File: src/hw/serial_port_pkg.sv
package serial_port_pkg;

  // Register word and address types of the byte-wide register port
  typedef logic [7:0] byte_t;
  typedef logic [7:0] addr_t;

  // Register addresses
  localparam addr_t CTRL_ADDR = 8'h98;
  localparam addr_t DATA_ADDR = 8'h99;
  localparam addr_t RATE_ADDR = 8'h9A;
  localparam byte_t RESET_BYTE = 8'h00;
  localparam logic RESET_BIT = 1'b0;

  // Mode select encodings, high bit first
  localparam logic [1:0] MODE_SHIFT = 2'h0;
  localparam logic [1:0] MODE_UART8 = 2'h1;
  localparam logic [1:0] MODE_UART9_FIXED = 2'h2;
  localparam logic [1:0] MODE_UART9_VAR = 2'h3;

  // Control register layout, bit 7 down to bit 0
  typedef struct packed {
    logic mode_select_high;
    logic mode_select_low;
    logic multiprocessor_enable;
    logic rx_enable;
    logic tx_ninth_bit;
    logic rx_ninth_bit;
    logic tx_done_flag;
    logic rx_done_flag;
  } port_ctrl_t;

  // Bit rate: async links are sampled at sixteen ticks per bit
  localparam int OVERSAMPLE = 16;
  localparam int MODE2_DIV = 64;
  localparam int MODE2_DIV_FAST = 32;
  localparam int MODE0_DIV = 2;
  localparam logic [1:0] M2_TICK_SLOW = 2'(MODE2_DIV / OVERSAMPLE - 1);
  localparam logic [1:0] M2_TICK_FAST = 2'(MODE2_DIV_FAST / OVERSAMPLE - 1);
  localparam logic M0_PHASE_LAST = 1'(MODE0_DIV - 1);
  localparam logic [3:0] OS_LAST = 4'(OVERSAMPLE - 1);
  localparam logic [3:0] OS_MID = 4'(OVERSAMPLE / 2 - 1);

  // Frame lengths and bit positions
  localparam logic [3:0] FRAME_EIGHT = 4'hA;
  localparam logic [3:0] FRAME_NINE = 4'hB;
  localparam logic [3:0] TX_STOP_NEXT = 4'h2;
  localparam logic [3:0] TX_BIT_LAST = 4'h1;
  localparam logic [3:0] RX_LAST_EIGHT = 4'h8;
  localparam logic [3:0] RX_LAST_NINE = 4'h9;
  localparam logic [3:0] M0_BIT_LAST = 4'h7;
  localparam logic START_BIT = 1'b0;
  localparam logic STOP_BIT = 1'b1;
  localparam logic IDLE_LINE = 1'b1;

  typedef enum logic [2:0] {TX_IDLE = 3'b001, TX_WAIT = 3'b010, TX_SHIFT = 3'b100} tx_state_t;
  typedef enum logic [2:0] {RX_IDLE = 3'b001, RX_START = 3'b010, RX_BITS = 3'b100} rx_state_t;
  typedef enum logic [2:0] {SY_IDLE = 3'b001, SY_TX = 3'b010, SY_RX = 3'b100} sy_state_t;

endpackage

File: src/hw/serial_port.sv
// Notes on behaviour
// - Two mode-select bits pick shift, 8-bit, fixed 9-bit or variable 9-bit mode.
// - Receptions start only while receive-enable is set; clearing it blocks new ones.
// - Modes 2 and 3 send the transmit ninth bit as ninth data bit.
// - Received ninth bit, or stop bit in mode 1, goes to receive ninth field.
// - Transmit-done sets after eighth bit in mode 0, at stop start otherwise.
// - Receive-done sets after eighth bit in mode 0, mid stop otherwise; software clears.
// - A data register write starts a transmission; in mode 0 only while the shift engine is idle.
// - Mode 0 shifts eight bits LSB first on receive pin, clock on transmit pin.
// - Mode 0 receives when receive-enable is 1 and receive-done is 0.
// - Mode 1 frame: start 0, eight data bits LSB first, stop 1.
// - Mode 1 write loads stop bit at ninth shifter position, then shifts out.
// - Mode 1 reception starts on falling receive pin, skips start, takes eight bits.
// - After the last bit, received byte goes to receive register, receive-done sets.
// - Frame kept only if receive-done is 0 and stop is 1 at final shift.
// - Mode 2 runs at core clock over 64, or over 32 with rate doubling.
// - Mode 2 frame: start 0, eight data bits, ninth bit, stop 1.
// - Mode 2 send loads data then ninth bit, starts at next rate tick.
// - Modes 1 and 3 take separate transmit and receive timer tick inputs.
// - Mode 3 frames match mode 2 but use the timer rate.
// - Async modes start receiving on a start bit only while receive-enable is 1.
// - Multiprocessor enable in 9-bit modes drops frames whose ninth bit is 0.
// - Data writes go to transmit side; reads return a separate receive register.
`timescale 1ns/1ps
`default_nettype none

module serial_port (
  input wire logic mclk,
  input wire logic sys_rst,
  input wire serial_port_pkg::addr_t reg_addr,
  input wire serial_port_pkg::byte_t reg_wdata,
  input wire logic reg_wr,
  input wire logic reg_rd,
  output var serial_port_pkg::byte_t reg_rdata,
  input wire logic tx_ovf_tick,
  input wire logic rx_ovf_tick,
  input wire logic rxd_in,
  output var logic rxd_out,
  output var logic rxd_oe,
  output var logic txd_out
);
  import serial_port_pkg::*;

  port_ctrl_t ctrl_reg, ctrl_next;
  byte_t rx_buf_reg, rdata_reg;
  logic rate_double_reg, nine_bit;
  logic [1:0] mode;
  logic wr_data, wr_ctrl, wr_rate;
  logic [1:0] m2_div_reg;
  logic m2_tick, tx_tick, rx_tick;
  tx_state_t tx_state;
  logic [10:0] tx_shift_reg;
  logic [3:0] tx_left_reg, tx_os_reg;
  logic tx_ti_set;
  sy_state_t sy_state;
  byte_t sy_shift_reg, sy_frame;
  logic [3:0] sy_cnt_reg;
  logic sy_phase_reg, sy_done;
  rx_state_t rx_state;
  logic [9:0] rx_shift_reg, rx_frame;
  logic [3:0] rx_os_reg, rx_cnt_reg;
  logic rx_prev_reg, rx_final, rx_ninth, rx_accept;
  byte_t rx_data;
  assign mode = {ctrl_reg.mode_select_high, ctrl_reg.mode_select_low};
  assign nine_bit = ctrl_reg.mode_select_high;
  // Address decode of the write strobe
  assign wr_data = reg_wr && (reg_addr == DATA_ADDR);
  assign wr_ctrl = reg_wr && (reg_addr == CTRL_ADDR);
  assign wr_rate = reg_wr && (reg_addr == RATE_ADDR);
  assign m2_tick = (m2_div_reg >= (rate_double_reg ? M2_TICK_FAST : M2_TICK_SLOW));
  // Sixteen-times tick for mode 2; the >= keeps it safe when the rate bit changes mid-count
  always_ff @(posedge mclk or posedge sys_rst) begin
    if (sys_rst) begin
      m2_div_reg <= 2'h0;
    end else if (m2_tick) begin
      m2_div_reg <= 2'h0;
    end else begin
      m2_div_reg <= m2_div_reg + 2'h1;
    end
  end
  assign tx_tick = (mode == MODE_UART9_FIXED) ? m2_tick : tx_ovf_tick;
  assign rx_tick = (mode == MODE_UART9_FIXED) ? m2_tick : rx_ovf_tick;
  assign tx_ti_set = (tx_state == TX_SHIFT) && tx_tick && (tx_os_reg == OS_LAST)
                     && (tx_left_reg == TX_STOP_NEXT);

  // Async transmitter; a new write restarts the frame rather than queueing it
  always_ff @(posedge mclk or posedge sys_rst) begin
    if (sys_rst) begin
      tx_state <= TX_IDLE;
      tx_shift_reg <= {11{IDLE_LINE}};
      tx_left_reg <= 4'h0;
      tx_os_reg <= 4'h0;
    end else if (wr_data && (mode != MODE_SHIFT)) begin
      tx_state <= TX_WAIT;
      tx_os_reg <= 4'h0;
      if (nine_bit) begin
        tx_left_reg <= FRAME_NINE;
        tx_shift_reg <= {STOP_BIT, ctrl_reg.tx_ninth_bit, reg_wdata, START_BIT};
      end else begin
        tx_left_reg <= FRAME_EIGHT;
        tx_shift_reg <= {STOP_BIT, STOP_BIT, reg_wdata, START_BIT};
      end
    end else begin
      case (tx_state)
        TX_IDLE: begin
          tx_os_reg <= 4'h0;
        end
        TX_WAIT: begin
          if (tx_tick) begin
            tx_state <= TX_SHIFT;
          end
        end
        TX_SHIFT: begin
          if (tx_tick) begin
            if (tx_os_reg == OS_LAST) begin
              tx_os_reg <= 4'h0;
              if (tx_left_reg == TX_BIT_LAST) begin
                tx_state <= TX_IDLE;
              end else begin
                tx_shift_reg <= {IDLE_LINE, tx_shift_reg[10:1]};
                tx_left_reg <= tx_left_reg - 4'h1;
              end
            end else begin
              tx_os_reg <= tx_os_reg + 4'h1;
            end
          end
        end
        default: begin
          tx_state <= TX_IDLE;
        end
      endcase
    end
  end

  // Mode 0 engine: last half-period of the eighth bit ends the transfer
  assign sy_done = (sy_state != SY_IDLE) && (sy_phase_reg == M0_PHASE_LAST)
                   && (sy_cnt_reg == M0_BIT_LAST);
  assign sy_frame = {rxd_in, sy_shift_reg[7:1]};
  // Transmit wins over a pending receive since both share the same two pins
  always_ff @(posedge mclk or posedge sys_rst) begin
    if (sys_rst) begin
      sy_state <= SY_IDLE;
      sy_shift_reg <= RESET_BYTE;
      sy_cnt_reg <= 4'h0;
      sy_phase_reg <= 1'b0;
    end else begin
      case (sy_state)
        SY_IDLE: begin
          sy_cnt_reg <= 4'h0;
          sy_phase_reg <= 1'b0;
          if (mode == MODE_SHIFT) begin
            if (wr_data) begin
              sy_state <= SY_TX;
              sy_shift_reg <= reg_wdata;
            end else if (ctrl_reg.rx_enable && !ctrl_reg.rx_done_flag) begin
              sy_state <= SY_RX;
            end
          end
        end
        SY_TX, SY_RX: begin
          sy_phase_reg <= ~sy_phase_reg;
          if (sy_phase_reg == M0_PHASE_LAST) begin
            if (sy_state == SY_RX) begin
              sy_shift_reg <= sy_frame;
            end else begin
              sy_shift_reg <= {IDLE_LINE, sy_shift_reg[7:1]};
            end
            sy_cnt_reg <= sy_cnt_reg + 4'h1;
            if (sy_cnt_reg == M0_BIT_LAST) begin
              sy_state <= SY_IDLE;
            end
          end
        end
        default: begin
          sy_state <= SY_IDLE;
        end
      endcase
    end
  end

  // Assembled async frame as it stands at the final sample
  assign rx_frame = {rxd_in, rx_shift_reg[9:1]};
  assign rx_final = (rx_state == RX_BITS) && rx_tick && (rx_os_reg == OS_LAST)
                    && (rx_cnt_reg == (nine_bit ? RX_LAST_NINE : RX_LAST_EIGHT));
  assign rx_ninth = nine_bit ? rx_frame[8] : rxd_in;
  assign rx_data = nine_bit ? rx_frame[7:0] : rx_frame[8:1];
  assign rx_accept = rx_final && !ctrl_reg.rx_done_flag && (rxd_in == STOP_BIT)
                     && (!ctrl_reg.multiprocessor_enable || rx_ninth);
  // Async receiver; once aligned to mid-start, every sixteenth tick lands mid-bit
  always_ff @(posedge mclk or posedge sys_rst) begin
    if (sys_rst) begin
      rx_state <= RX_IDLE;
      rx_shift_reg <= 10'h000;
      rx_os_reg <= 4'h0;
      rx_cnt_reg <= 4'h0;
      rx_prev_reg <= IDLE_LINE;
    end else begin
      rx_prev_reg <= rxd_in;
      case (rx_state)
        RX_IDLE: begin
          rx_os_reg <= 4'h0;
          rx_cnt_reg <= 4'h0;
          if ((mode != MODE_SHIFT) && ctrl_reg.rx_enable && rx_prev_reg && !rxd_in) begin
            rx_state <= RX_START;
          end
        end
        RX_START: begin
          if (rx_tick) begin
            rx_os_reg <= rx_os_reg + 4'h1;
            if (rx_os_reg == OS_MID) begin
              rx_os_reg <= 4'h0;
              if (rxd_in) begin
                rx_state <= RX_IDLE;
              end else begin
                rx_state <= RX_BITS;
              end
            end
          end
        end
        RX_BITS: begin
          if (rx_tick) begin
            rx_os_reg <= rx_os_reg + 4'h1;
            if (rx_os_reg == OS_LAST) begin
              rx_os_reg <= 4'h0;
              rx_shift_reg <= rx_frame;
              rx_cnt_reg <= rx_cnt_reg + 4'h1;
              if (rx_final) begin
                rx_state <= RX_IDLE;
              end
            end
          end
        end
        default: begin
          rx_state <= RX_IDLE;
        end
      endcase
    end
  end

  always_ff @(posedge mclk or posedge sys_rst) begin
    if (sys_rst) begin
      rx_buf_reg <= RESET_BYTE;
    end else if (rx_accept) begin
      rx_buf_reg <= rx_data;
    end else if (sy_done && (sy_state == SY_RX)) begin
      rx_buf_reg <= sy_frame;
    end
  end

  // Control next value; a hardware set beats a software clear in the same cycle
  always_comb begin
    ctrl_next = ctrl_reg;
    if (wr_ctrl) begin
      ctrl_next = port_ctrl_t'(reg_wdata);
    end
    if (rx_accept) begin
      ctrl_next.rx_ninth_bit = rx_ninth;
    end
    if (tx_ti_set || (sy_done && (sy_state == SY_TX))) begin
      ctrl_next.tx_done_flag = 1'b1;
    end
    if (rx_accept || (sy_done && (sy_state == SY_RX))) begin
      ctrl_next.rx_done_flag = 1'b1;
    end
  end

  // Control register and rate-doubling bit
  always_ff @(posedge mclk or posedge sys_rst) begin
    if (sys_rst) begin
      ctrl_reg <= port_ctrl_t'(RESET_BYTE);
      rate_double_reg <= RESET_BIT;
    end else begin
      ctrl_reg <= ctrl_next;
      if (wr_rate) begin
        rate_double_reg <= reg_wdata[0];
      end
    end
  end

  // Read data stands only in the cycle after the strobe; unmapped reads give zero
  always_ff @(posedge mclk or posedge sys_rst) begin
    if (sys_rst) begin
      rdata_reg <= RESET_BYTE;
    end else if (!reg_rd) begin
      rdata_reg <= RESET_BYTE;
    end else if (reg_addr == DATA_ADDR) begin
      rdata_reg <= rx_buf_reg;
    end else if (reg_addr == CTRL_ADDR) begin
      rdata_reg <= ctrl_reg;
    end else if (reg_addr == RATE_ADDR) begin
      rdata_reg <= {7'h00, rate_double_reg};
    end else begin
      rdata_reg <= RESET_BYTE;
    end
  end
  assign reg_rdata = rdata_reg;

  // Pin drivers, registered so the pins never glitch; they lag state by one cycle
  always_ff @(posedge mclk or posedge sys_rst) begin
    if (sys_rst) begin
      txd_out <= IDLE_LINE;
      rxd_out <= IDLE_LINE;
      rxd_oe <= 1'b0;
    end else begin
      if (sy_state != SY_IDLE) begin
        txd_out <= sy_phase_reg;
      end else if (tx_state == TX_SHIFT) begin
        txd_out <= tx_shift_reg[0];
      end else begin
        txd_out <= IDLE_LINE;
      end
      rxd_out <= (sy_state == SY_TX) ? sy_shift_reg[0] : IDLE_LINE;
      rxd_oe <= (sy_state == SY_TX);
    end
  end
endmodule

`default_nettype wire

File: config.mk
export PLATFORM = sky130hd
export DESIGN_NAME = serial_port
export DESIGN_NICKNAME = d
export VERILOG_FILES = /design/src/hw/serial_port_pkg.sv /design/src/hw/serial_port.sv
export SDC_FILE = /design/constraint.sdc
export NUM_CORES = 1
export LEC_CHECK = 0
export BUFFER_PORTS_ARGS = -buffer_cell sky130_fd_sc_hd__buf_2
export CORE_MARGIN = 4
export CORE_UTILIZATION = 46
export DETAILED_ROUTE_END_ITERATION = 8
export GPL_TIMING_DRIVEN = 0
export SETUP_SLACK_MARGIN = 0.05
export SLEW_MARGIN = 30
export SYNTH_ARGS = -nofsm -noshare
export SYNTH_HDL_FRONTEND = slang
export SYNTH_SLANG_ARGS = --single-unit
File: constraint.sdc
create_clock -name mclk -period 4.73 [get_ports mclk]
set_input_delay 0.2365 -clock mclk [delete_from_list [all_inputs] [get_ports mclk]]
set_output_delay 0.2365 -clock mclk [all_outputs]
set_load 0.03 [all_outputs]
# After elaboration in Yosys (flattened, before gate mapping)
# Index checks and enable logic that the tools add are counted.
# W data, S select, Z words.
[word_totals]
regBits = 90
in_bits = 23
output_inout_bits = 11
word_cells = 197
[op_classes]
addsub = 6
order_cmp = 1
eq_ne = 38
muxes = 72
n_bitwise = 1
reduce_logical = 51
[ops]
columns = ["op", "count"]
rows = [
  ["$mux W8", 10],
  ["$mux W4", 15],
  ["$mux W11", 5],
  ["$mux W3", 18],
  ["$eq A8 B8 Y1 const B", 3],
  ["$pmux W4 S2", 3],
  ["$ne A2 B2 Y1 const B", 11],
  ["$logic_and A1 B1 Y1", 21],
  ["$reduce_bool A2 Y1", 10],
  ["$pmux W3 S3", 2],
  ["$add A4 B1 Y4 const B", 4],
  ["$pmux W8 S2", 1],
  ["$ne A3 B3 Y1 const B", 5],
  ["$mux W1", 12],
  ["$pmux W4 S3", 1],
  ["$reduce_and A4 Y1", 3],
  ["$mux W10", 1],
  ["$eq A3 B1 Y1 const B", 3],
  ["$eq A3 B2 Y1 const B", 3],
  ["$eq A3 B3 Y1 const B", 3],
  ["$reduce_and A3 Y1", 3],
  ["$eq A4 B3 Y1 const B", 2],
  ["$eq A4 B4 Y1 const B", 2],
  ["$pmux W3 S2", 1],
  ["other kinds (20)", 27],
]

# Longest topological paths before layout
# Gate-level depths: netlist (run 1).
[depth]
ltp_word = 11
mapped_depth = 7
mapped_depth_nobuf = 6

# Worst setup path after synthesis (run 1)
# Ideal clock, no wire load.
[synth_path]
path_type = "reg2reg"
from = "register sy_state[0]"
to = "register sy_shift_reg[0]"
setup_time_ns = 0.125
arrival_time_ns = 1.858
t_required_ns = 4.605
path_slack_ns = 2.747
path_stages_with_launch = 6
n_path_buf = 1
path_cell_list = "dfstp_2 > buf_2 > nor3b_1 > nand2_1 > o21ai_4 > mux2_2"
[synth_between]
elab_chain_cells = 4
elab_cells_between_ends = 10
[synth_rtl]
columns = ["item", "line", "text"]
rows = [
  ["start, declared", "serial_port.sv:55", "sy_state_t sy_state;"],
  ["start signal, assigned", "serial_port.sv:142", "sy_state <= SY_IDLE;"],
  ["start signal, assigned", "serial_port.sv:153", "sy_state <= SY_TX;"],
  ["start signal, assigned", "serial_port.sv:156", "sy_state <= SY_RX;"],
  ["$eq A3 B3 Y1 or $eq A3 B2 Y1 (tied branches)", "serial_port.sv:147", "case (sy_state)"],
  ["$reduce_or A2 Y1", "serial_port.sv:147", ""],
  ["$ne A2 B2 Y1 (no line) or $reduce_bool A2 Y1 (tied branches)", "n/a", ""],
  ["$reduce_and A4 Y1 (no line)", "n/a", ""],
  ["end signal, assigned", "serial_port.sv:154", "sy_shift_reg <= reg_wdata;"],
  ["end signal, assigned", "serial_port.sv:164", "sy_shift_reg <= sy_frame;"],
  ["end signal, assigned", "serial_port.sv:166", "sy_shift_reg <= {IDLE_LINE, sy_shift_reg[7:1]};"],
  ["end, declared", "serial_port.sv:56", "byte_t sy_shift_reg, sy_frame;"],
]
# Parallel ways exist; a longest one is shown, timed or not.
# A chain may end at the register's enable or synchronous reset.

# Worst setup path after layout (run 1)
[layout_path]
from = "register sy_state[0]"
to = "register sy_shift_reg[4]"
# The elaborated chain is that of the path after synthesis.

==> results of run 1 <==
cells in the mapped netlist, types with 2 or more instances:
cell and number:
ha_1 8, dfrtp_1 72, a311oi_1 3, dfstp_2 16
o21a_1 2, mux2_2 32, a31o_2 3, or2_2 2
nor2_1 27, buf_2 8, o21ai_0 3, nor3_1 7
inv_1 14, and3_1 6, nand4_1 8, a21o_1 2
a31oi_1 6, nor4b_1 2, nor2b_1 2, nand4bb_1 2
or3b_2 5, o41ai_1 3, a211oi_1 5, o311ai_0 9
buf_4 2, clkbuf_1 10, nand2_1 30, a22oi_1 2
nor4_1 3, a21oi_1 11, nand3b_1 2, or3_1 3
o31ai_1 7, or4_1 3, xnor2_1 2, xor2_1 5
o211ai_1 12, nor3b_1 3, nand2b_1 12, mux2i_1 43
nand3_1 13
where the power goes:
part | internal, uW | total, uW | switching [uW]
registers | 792 | 814 | 21.9
logic | 94.4 | 248 | 154
clock network | 201 | 503 | 301
stage by stage:
stage,hold WS (ps),instances,power (uW)
after CTS,30.5,619,1580
after global placement,431,601,1070
after floorplan,241,435,1000
after global routing,20.6,619,1650
after detailed placement,195,602,1080
final,42.9,619,1560
routing by layer:
layer  GRT usage  vias to the layer above  wire length (um)
met5           0                        -                 0
met4      0.0632                        0               172
met3      0.0391                       17               493
met2       0.291                       78              4730
met1       0.292                     1698              5450
li1            -                     1718                 -
how the worst min path moves through the flow:
| stage | end | cells after the start | slack (ps) | startpoint |
|---|---|---|---|---|
| after detailed placement | rx_cnt_reg[3] | 2 | 200 | sys_rst |
| after global routing | rx_prev_reg | 1 | 20 | rxd_in |
| after global placement | rx_prev_reg | 1 | 430 | rxd_in |
| after CTS | rx_prev_reg | 1 | 30 | rxd_in |
| after floorplan | rx_prev_reg | 0 | 240 | rxd_in |
| final | rx_prev_reg | 1 | 40 | rxd_in |
cell type report:
cell class	instances	area (um^2)
Buffer	22	101
Clock buffer	9	124
Clock inverter	7	58.8
Fill cell	869	4590
Inverter	15	61.3
Multi-Input combinational cell	310	2340
Sequential cell	88	2220
Tap cell	133	166
Timing Repair Buffer	35	203
cells by family (layout without fill, tap and decap cells):
family                     count (synthesis)  after routing  synth area share
and+or+nand+nor                          140            140             0.163
DFF                                       88             88             0.471
AOI/OAI and AO/OA                         79             79             0.127
muxes                                     76             76             0.170
buffers and inverters                     37             88            0.0334
adders and majority gates                  8              8            0.0212
xor gates and xnor gates                   7              7            0.0130
timing repair:
action                                 CTS  global route
endpoints found under the hold margin   20             0
resized for setup                        0             0
hold buffers                             1             0
==> metrics, run 1 <==
initial core utilization=0.478; ys async rst share=1.00; Num CTS Buffers=9; CP Capture Type=register; Slew HR=0.421; share of the synthesized area in the top cell type=0.382; fin util=0.535; Hold Crit Class=input port to register; drt first pass iters=4; critical path required time=4980 ps; crit start category=register; Final Cell Area=5280 um^2; Final Skew=12.1 ps; unrepaired setup endpoints after global routing=false; Worst path max stage delay=530 ps; sum of buffers and inverters on the critical path=1; DR DRC count=0; routed wire length=10800 um; endpoint of the worst-slack reg-to-reg timing path=sy_shift_reg[4]; Syn Inst Count=435; power per cell area=297 nW/um^2; drt via density=5.67; hpwl dp=7670 um; Cell Area, Synth=4710 um^2; max-slew violation total from the final report=0; RR Startpoint=sy_state[0]; core area=9860 um^2; synth warn=0; status=complete, no violations; Final ANT Viol Nets=0; DP Worst Slack=2430 ps; setup TNS=0 ps; FF-to-FF setup slack=2420 ps; most common cell after layout, fill and taps aside=dfrtp_1; Crit Path Max Fanout=9; Synth Register Bits=88; later-pin clock latency in the skew report=360 ps; layout cell share with drive strength beyond 1=0.265; clk slew on worst S/H paths=100 ps; final worst slack=2420 ps; maximum vdd drop=149 uV; Synthesized Nets=466; n_diodes=0; Worst Reg-to-Reg Cells=5; maximum clock rate=434 MHz; CP cell instances=buf_2, nor3b_1, nand2_1, o21ai_4, mux2_2; CTS root buffer=clkbuf_8; Final min period=2310 ps; Avg Cell Area, Syn=10.8 um^2; Arrival @ worst endpoint=2560 ps; biggest area consumer among synthesized cells=dfrtp_1; setup violators final=0; Post-synth EDFFs=0; largest net degree at the start of global routing=69; CP delay by family, top=simple AND/OR/NAND/NOR gates; CP startpoint=sy_state[0]; Largest register FFs=10; Sink Count=88; critical path type=register to register; Final Cycle Share=0.487; Die Span X=109 um; area grow syn2layout=11.9%; Top Ports=34; worst slew pin tran=866 ps; top post-synthesis cells by area=dfrtp_1 (38%), mux2i_1 (9.1%), dfstp_2 (8.9%); final hold violation count=0; overall routing resource usage=0.198; initial antenna violation count=0; WP depth=5; Netlist cell types=66; setup repair bufs after CTS=0; Rows=36; Routability Congestion=0.786; H-tree Lvls=3; most frequent cells in the layout=dfrtp_1 (72), mux2i_1 (43), buf_2 (41); nets=512; Synth Flop Type=dfrtp_1; crit path capture=sy_shift_reg[4]; Routed WL per cell=17.5 um; post-synthesis sequential area ratio=0.471; Worst path slowest cell=dfstp_2; global-route wire length before repair=18100 um; Remaining Overflow, GRT=0; TritonCTS clock tree=done; Max Cap Viol=0; leakage=0.00224 uW; Port Buf Inserts=33; DR iter-0 viols=223; vias in the first global route=3512; clk buf depth=2; placed cell area=5080 um^2; die height=109 um; vias after detailed routing=3511; Die Area=11900 um^2
Power figures use the tool's default switching activity.
==> inputs of run 2 (changes only) <==
==> constraint.sdc (replaced) <==
create_clock -name mclk -period 2.14 [get_ports mclk]
set_input_delay 0.107 -clock mclk [delete_from_list [all_inputs] [get_ports mclk]]
set_output_delay 0.107 -clock mclk [all_outputs]
set_load 0.03 [all_outputs]
==> run 2 against run 1 <==
Net effect:
- first-iteration DRC count down 13%
- sequential power increased by 120%
- power is 130% higher
- clock skew increased by 2.6 ps
- sequential cell count stayed put
- worst setup slack got worse by 2300 ps
- utilization is 2.2 points higher
- hold slack got worse by 21 ps
- non-clock buffer count is 7 higher
- clock power increased by 120%
- critical path type unchanged
- critical endpoint is now sy_shift_reg[3]
==> metrics, run 2 (synthesis results as in run 1) <==
status=complete, no violations; H-tree Lvls=3 (unchanged); unrepaired setup endpoints after global routing=true; Largest register FFs=10 (unchanged); non-filler cells, final=626 (+1.1%); vias in the first global route=3549 (+1.1%); n_diodes=0 (unchanged); largest net degree at the start of global routing=28 (-59%); drt via density=5.71 (+0.63%); Storage cell area=2220 um^2 (about the same); nets=519 (+1.4%); CP delay by family, top=multiplexers; FILL cells=863 (-0.69%); setup violators final=0 (unchanged); maximum vdd drop=350 uV (+130%); Max Cap Viol=0 (unchanged); initial core utilization=0.478 (unchanged); CTS root buffer=clkbuf_8; area of the multi-input gates=2440 um^2 (+4.4%); hpwl dp=7820 um (+2.0%); Crit Path Max Fanout=10 (+1); DR DRC count=0 (unchanged); Routed WL per cell=17.5 um (about the same); Hold Crit Class=input port to register; TritonCTS clock tree=done; Final ANT Viol Nets=0 (unchanged); CP Capture Type=register; Die Area=11900 um^2 (unchanged); Remaining Overflow, GRT=0 (unchanged); Worst path max stage delay=490 ps (-40 ps); most common cell after layout, fill and taps aside=dfrtp_1; worst slew pin tran=784 ps (-81.4 ps); clk buf depth=2 (unchanged); Routability Congestion=0.797 (+1.4%); Rows=36 (unchanged); Final Cycle Share=0.945 (+0.458); vias after detailed routing=3573 (+1.8%); layout cell share with drive strength beyond 1=0.300 (+0.0348); global-route wire length before repair=18200 um (+0.76%); drt first pass iters=4 (unchanged); Port Buf Inserts=33 (unchanged); area grow syn2layout=16.6%; Slew HR=0.474 (+0.0535); leakage=0.00232 uW (+3.4%); CP cell instances=buf_2, xnor2_1, nor2_2, mux2_2, mux2_2; power per cell area=656 nW/um^2 (+120%); final hold violation count=0 (unchanged); FF-to-FF setup slack=120 ps (-2310 ps); Num CTS Buffers=9 (unchanged); Worst path slowest cell=nor2_2; maximum clock rate=495 MHz (+14%); Final min period=2020 ps (-283 ps); most frequent cells in the layout=dfrtp_1 (71), buf_2 (41), mux2i_1 (41); die height=109 um (unchanged); critical path required time=2390 ps (-2590 ps); critical path type=register to register; initial antenna violation count=0 (unchanged); Die Span X=109 um (unchanged); final worst slack=118 ps (-2310 ps); Arrival @ worst endpoint=2270 ps (-290 ps); Top Ports=34 (unchanged); overall routing resource usage=0.200 (+0.00224); Power Total=3600 uW (+130%); later-pin clock latency in the skew report=370 ps (about the same); sum of buffers and inverters on the critical path=1 (unchanged); core area=9860 um^2 (unchanged); clk slew on worst S/H paths=100 ps (about the same); fin util=0.557 (+0.0221); routed wire length=11000 um (+1.1%); post-placement cell count=604 (+0.33%); DR iter-0 viols=195 (-13%); max-slew violation total from the final report=0 (unchanged); Sink Count=88 (unchanged); worst hold slack=22.0 ps (-20.9 ps); Final Skew=14.8 ps (+2.65 ps); crit start category=register; DP Worst Slack=-172 ps (-2610 ps); crit-path most repeated cell=mux2_2
-- run 2: final cells by class --
class | instances | share of cell area
multi-input combinational | 310 | 0.445
sequential | 88 | 0.405
timing repair buffer | 44 | 0.0574
tap | 133 | 0.0303
clock buffer | 10 | 0.0251
buffer | 20 | 0.0180
inverter | 15 | 0.0109
clock inverter | 6 | 0.00911
-- run 2: final timing paths --
check | from | to | depth (start not counted)
worst min register to register | m2_div_reg[0] | m2_div_reg[0] | 1
worst max register to register | sy_state[1] | sy_shift_reg[3] | 5
max in group asynchronous | sys_rst | tx_shift_reg[5] | 5
worst max-delay path | sy_state[1] | sy_shift_reg[3] | 5
worst min-delay path | reg_wdata[4] | tx_shift_reg[5] | 3
min in group asynchronous | sys_rst | sy_cnt_reg[1] | 3
-- run 2: what timing repair did --
| action | 4_1_cts | 5_1_grt |
|---|---|---|
| gates resized for setup | 5 | 17 |
| hold buffers | 4 | 0 |
| gates cloned | 0 | 0 |
| setup buffers | 3 | 1 |
| endpoints found under the setup margin | 23 | 45 |
| endpoints found under the hold margin | 18 | 0 |
| pin swaps | 1 | 1 |
-- run 2: worst reg2reg max path, delay by kind of cell (launching register included) --
family,cells,cell delay [ps]
XOR/XNOR,1,180
buffers and inverters,1,190
AND/OR/NAND/NOR,1,490
multiplexers,2,670
flip-flops,1,380
-- run 2: stage by stage --
step,cell area [um^2],TNS [ps]
after floorplan,4720,0
after global placement,5050,-1370
after detailed placement,5120,-1350
after CTS,5390,0
after global routing,5490,0
final,5490,0
-- run 2: power breakdown --
group	switching, uW	internal [uW]	leakage [uW]	total (uW)
combinational	383	287	0.00112	669
clock	657	473	0.0000956	1130
sequential	54.5	1750	0.00111	1810
total	1090	2510	0.00232	3600
-- run 2: metal layers --
layer / GRT usage / share of wire / wire length (um)
met5: 0 / 0 / 0
met4: 0.0748 / 0.013 / 141
met3: 0.0278 / 0.035 / 386
met2: 0.297 / 0.45 / 4940
met1: 0.296 / 0.50 / 5490
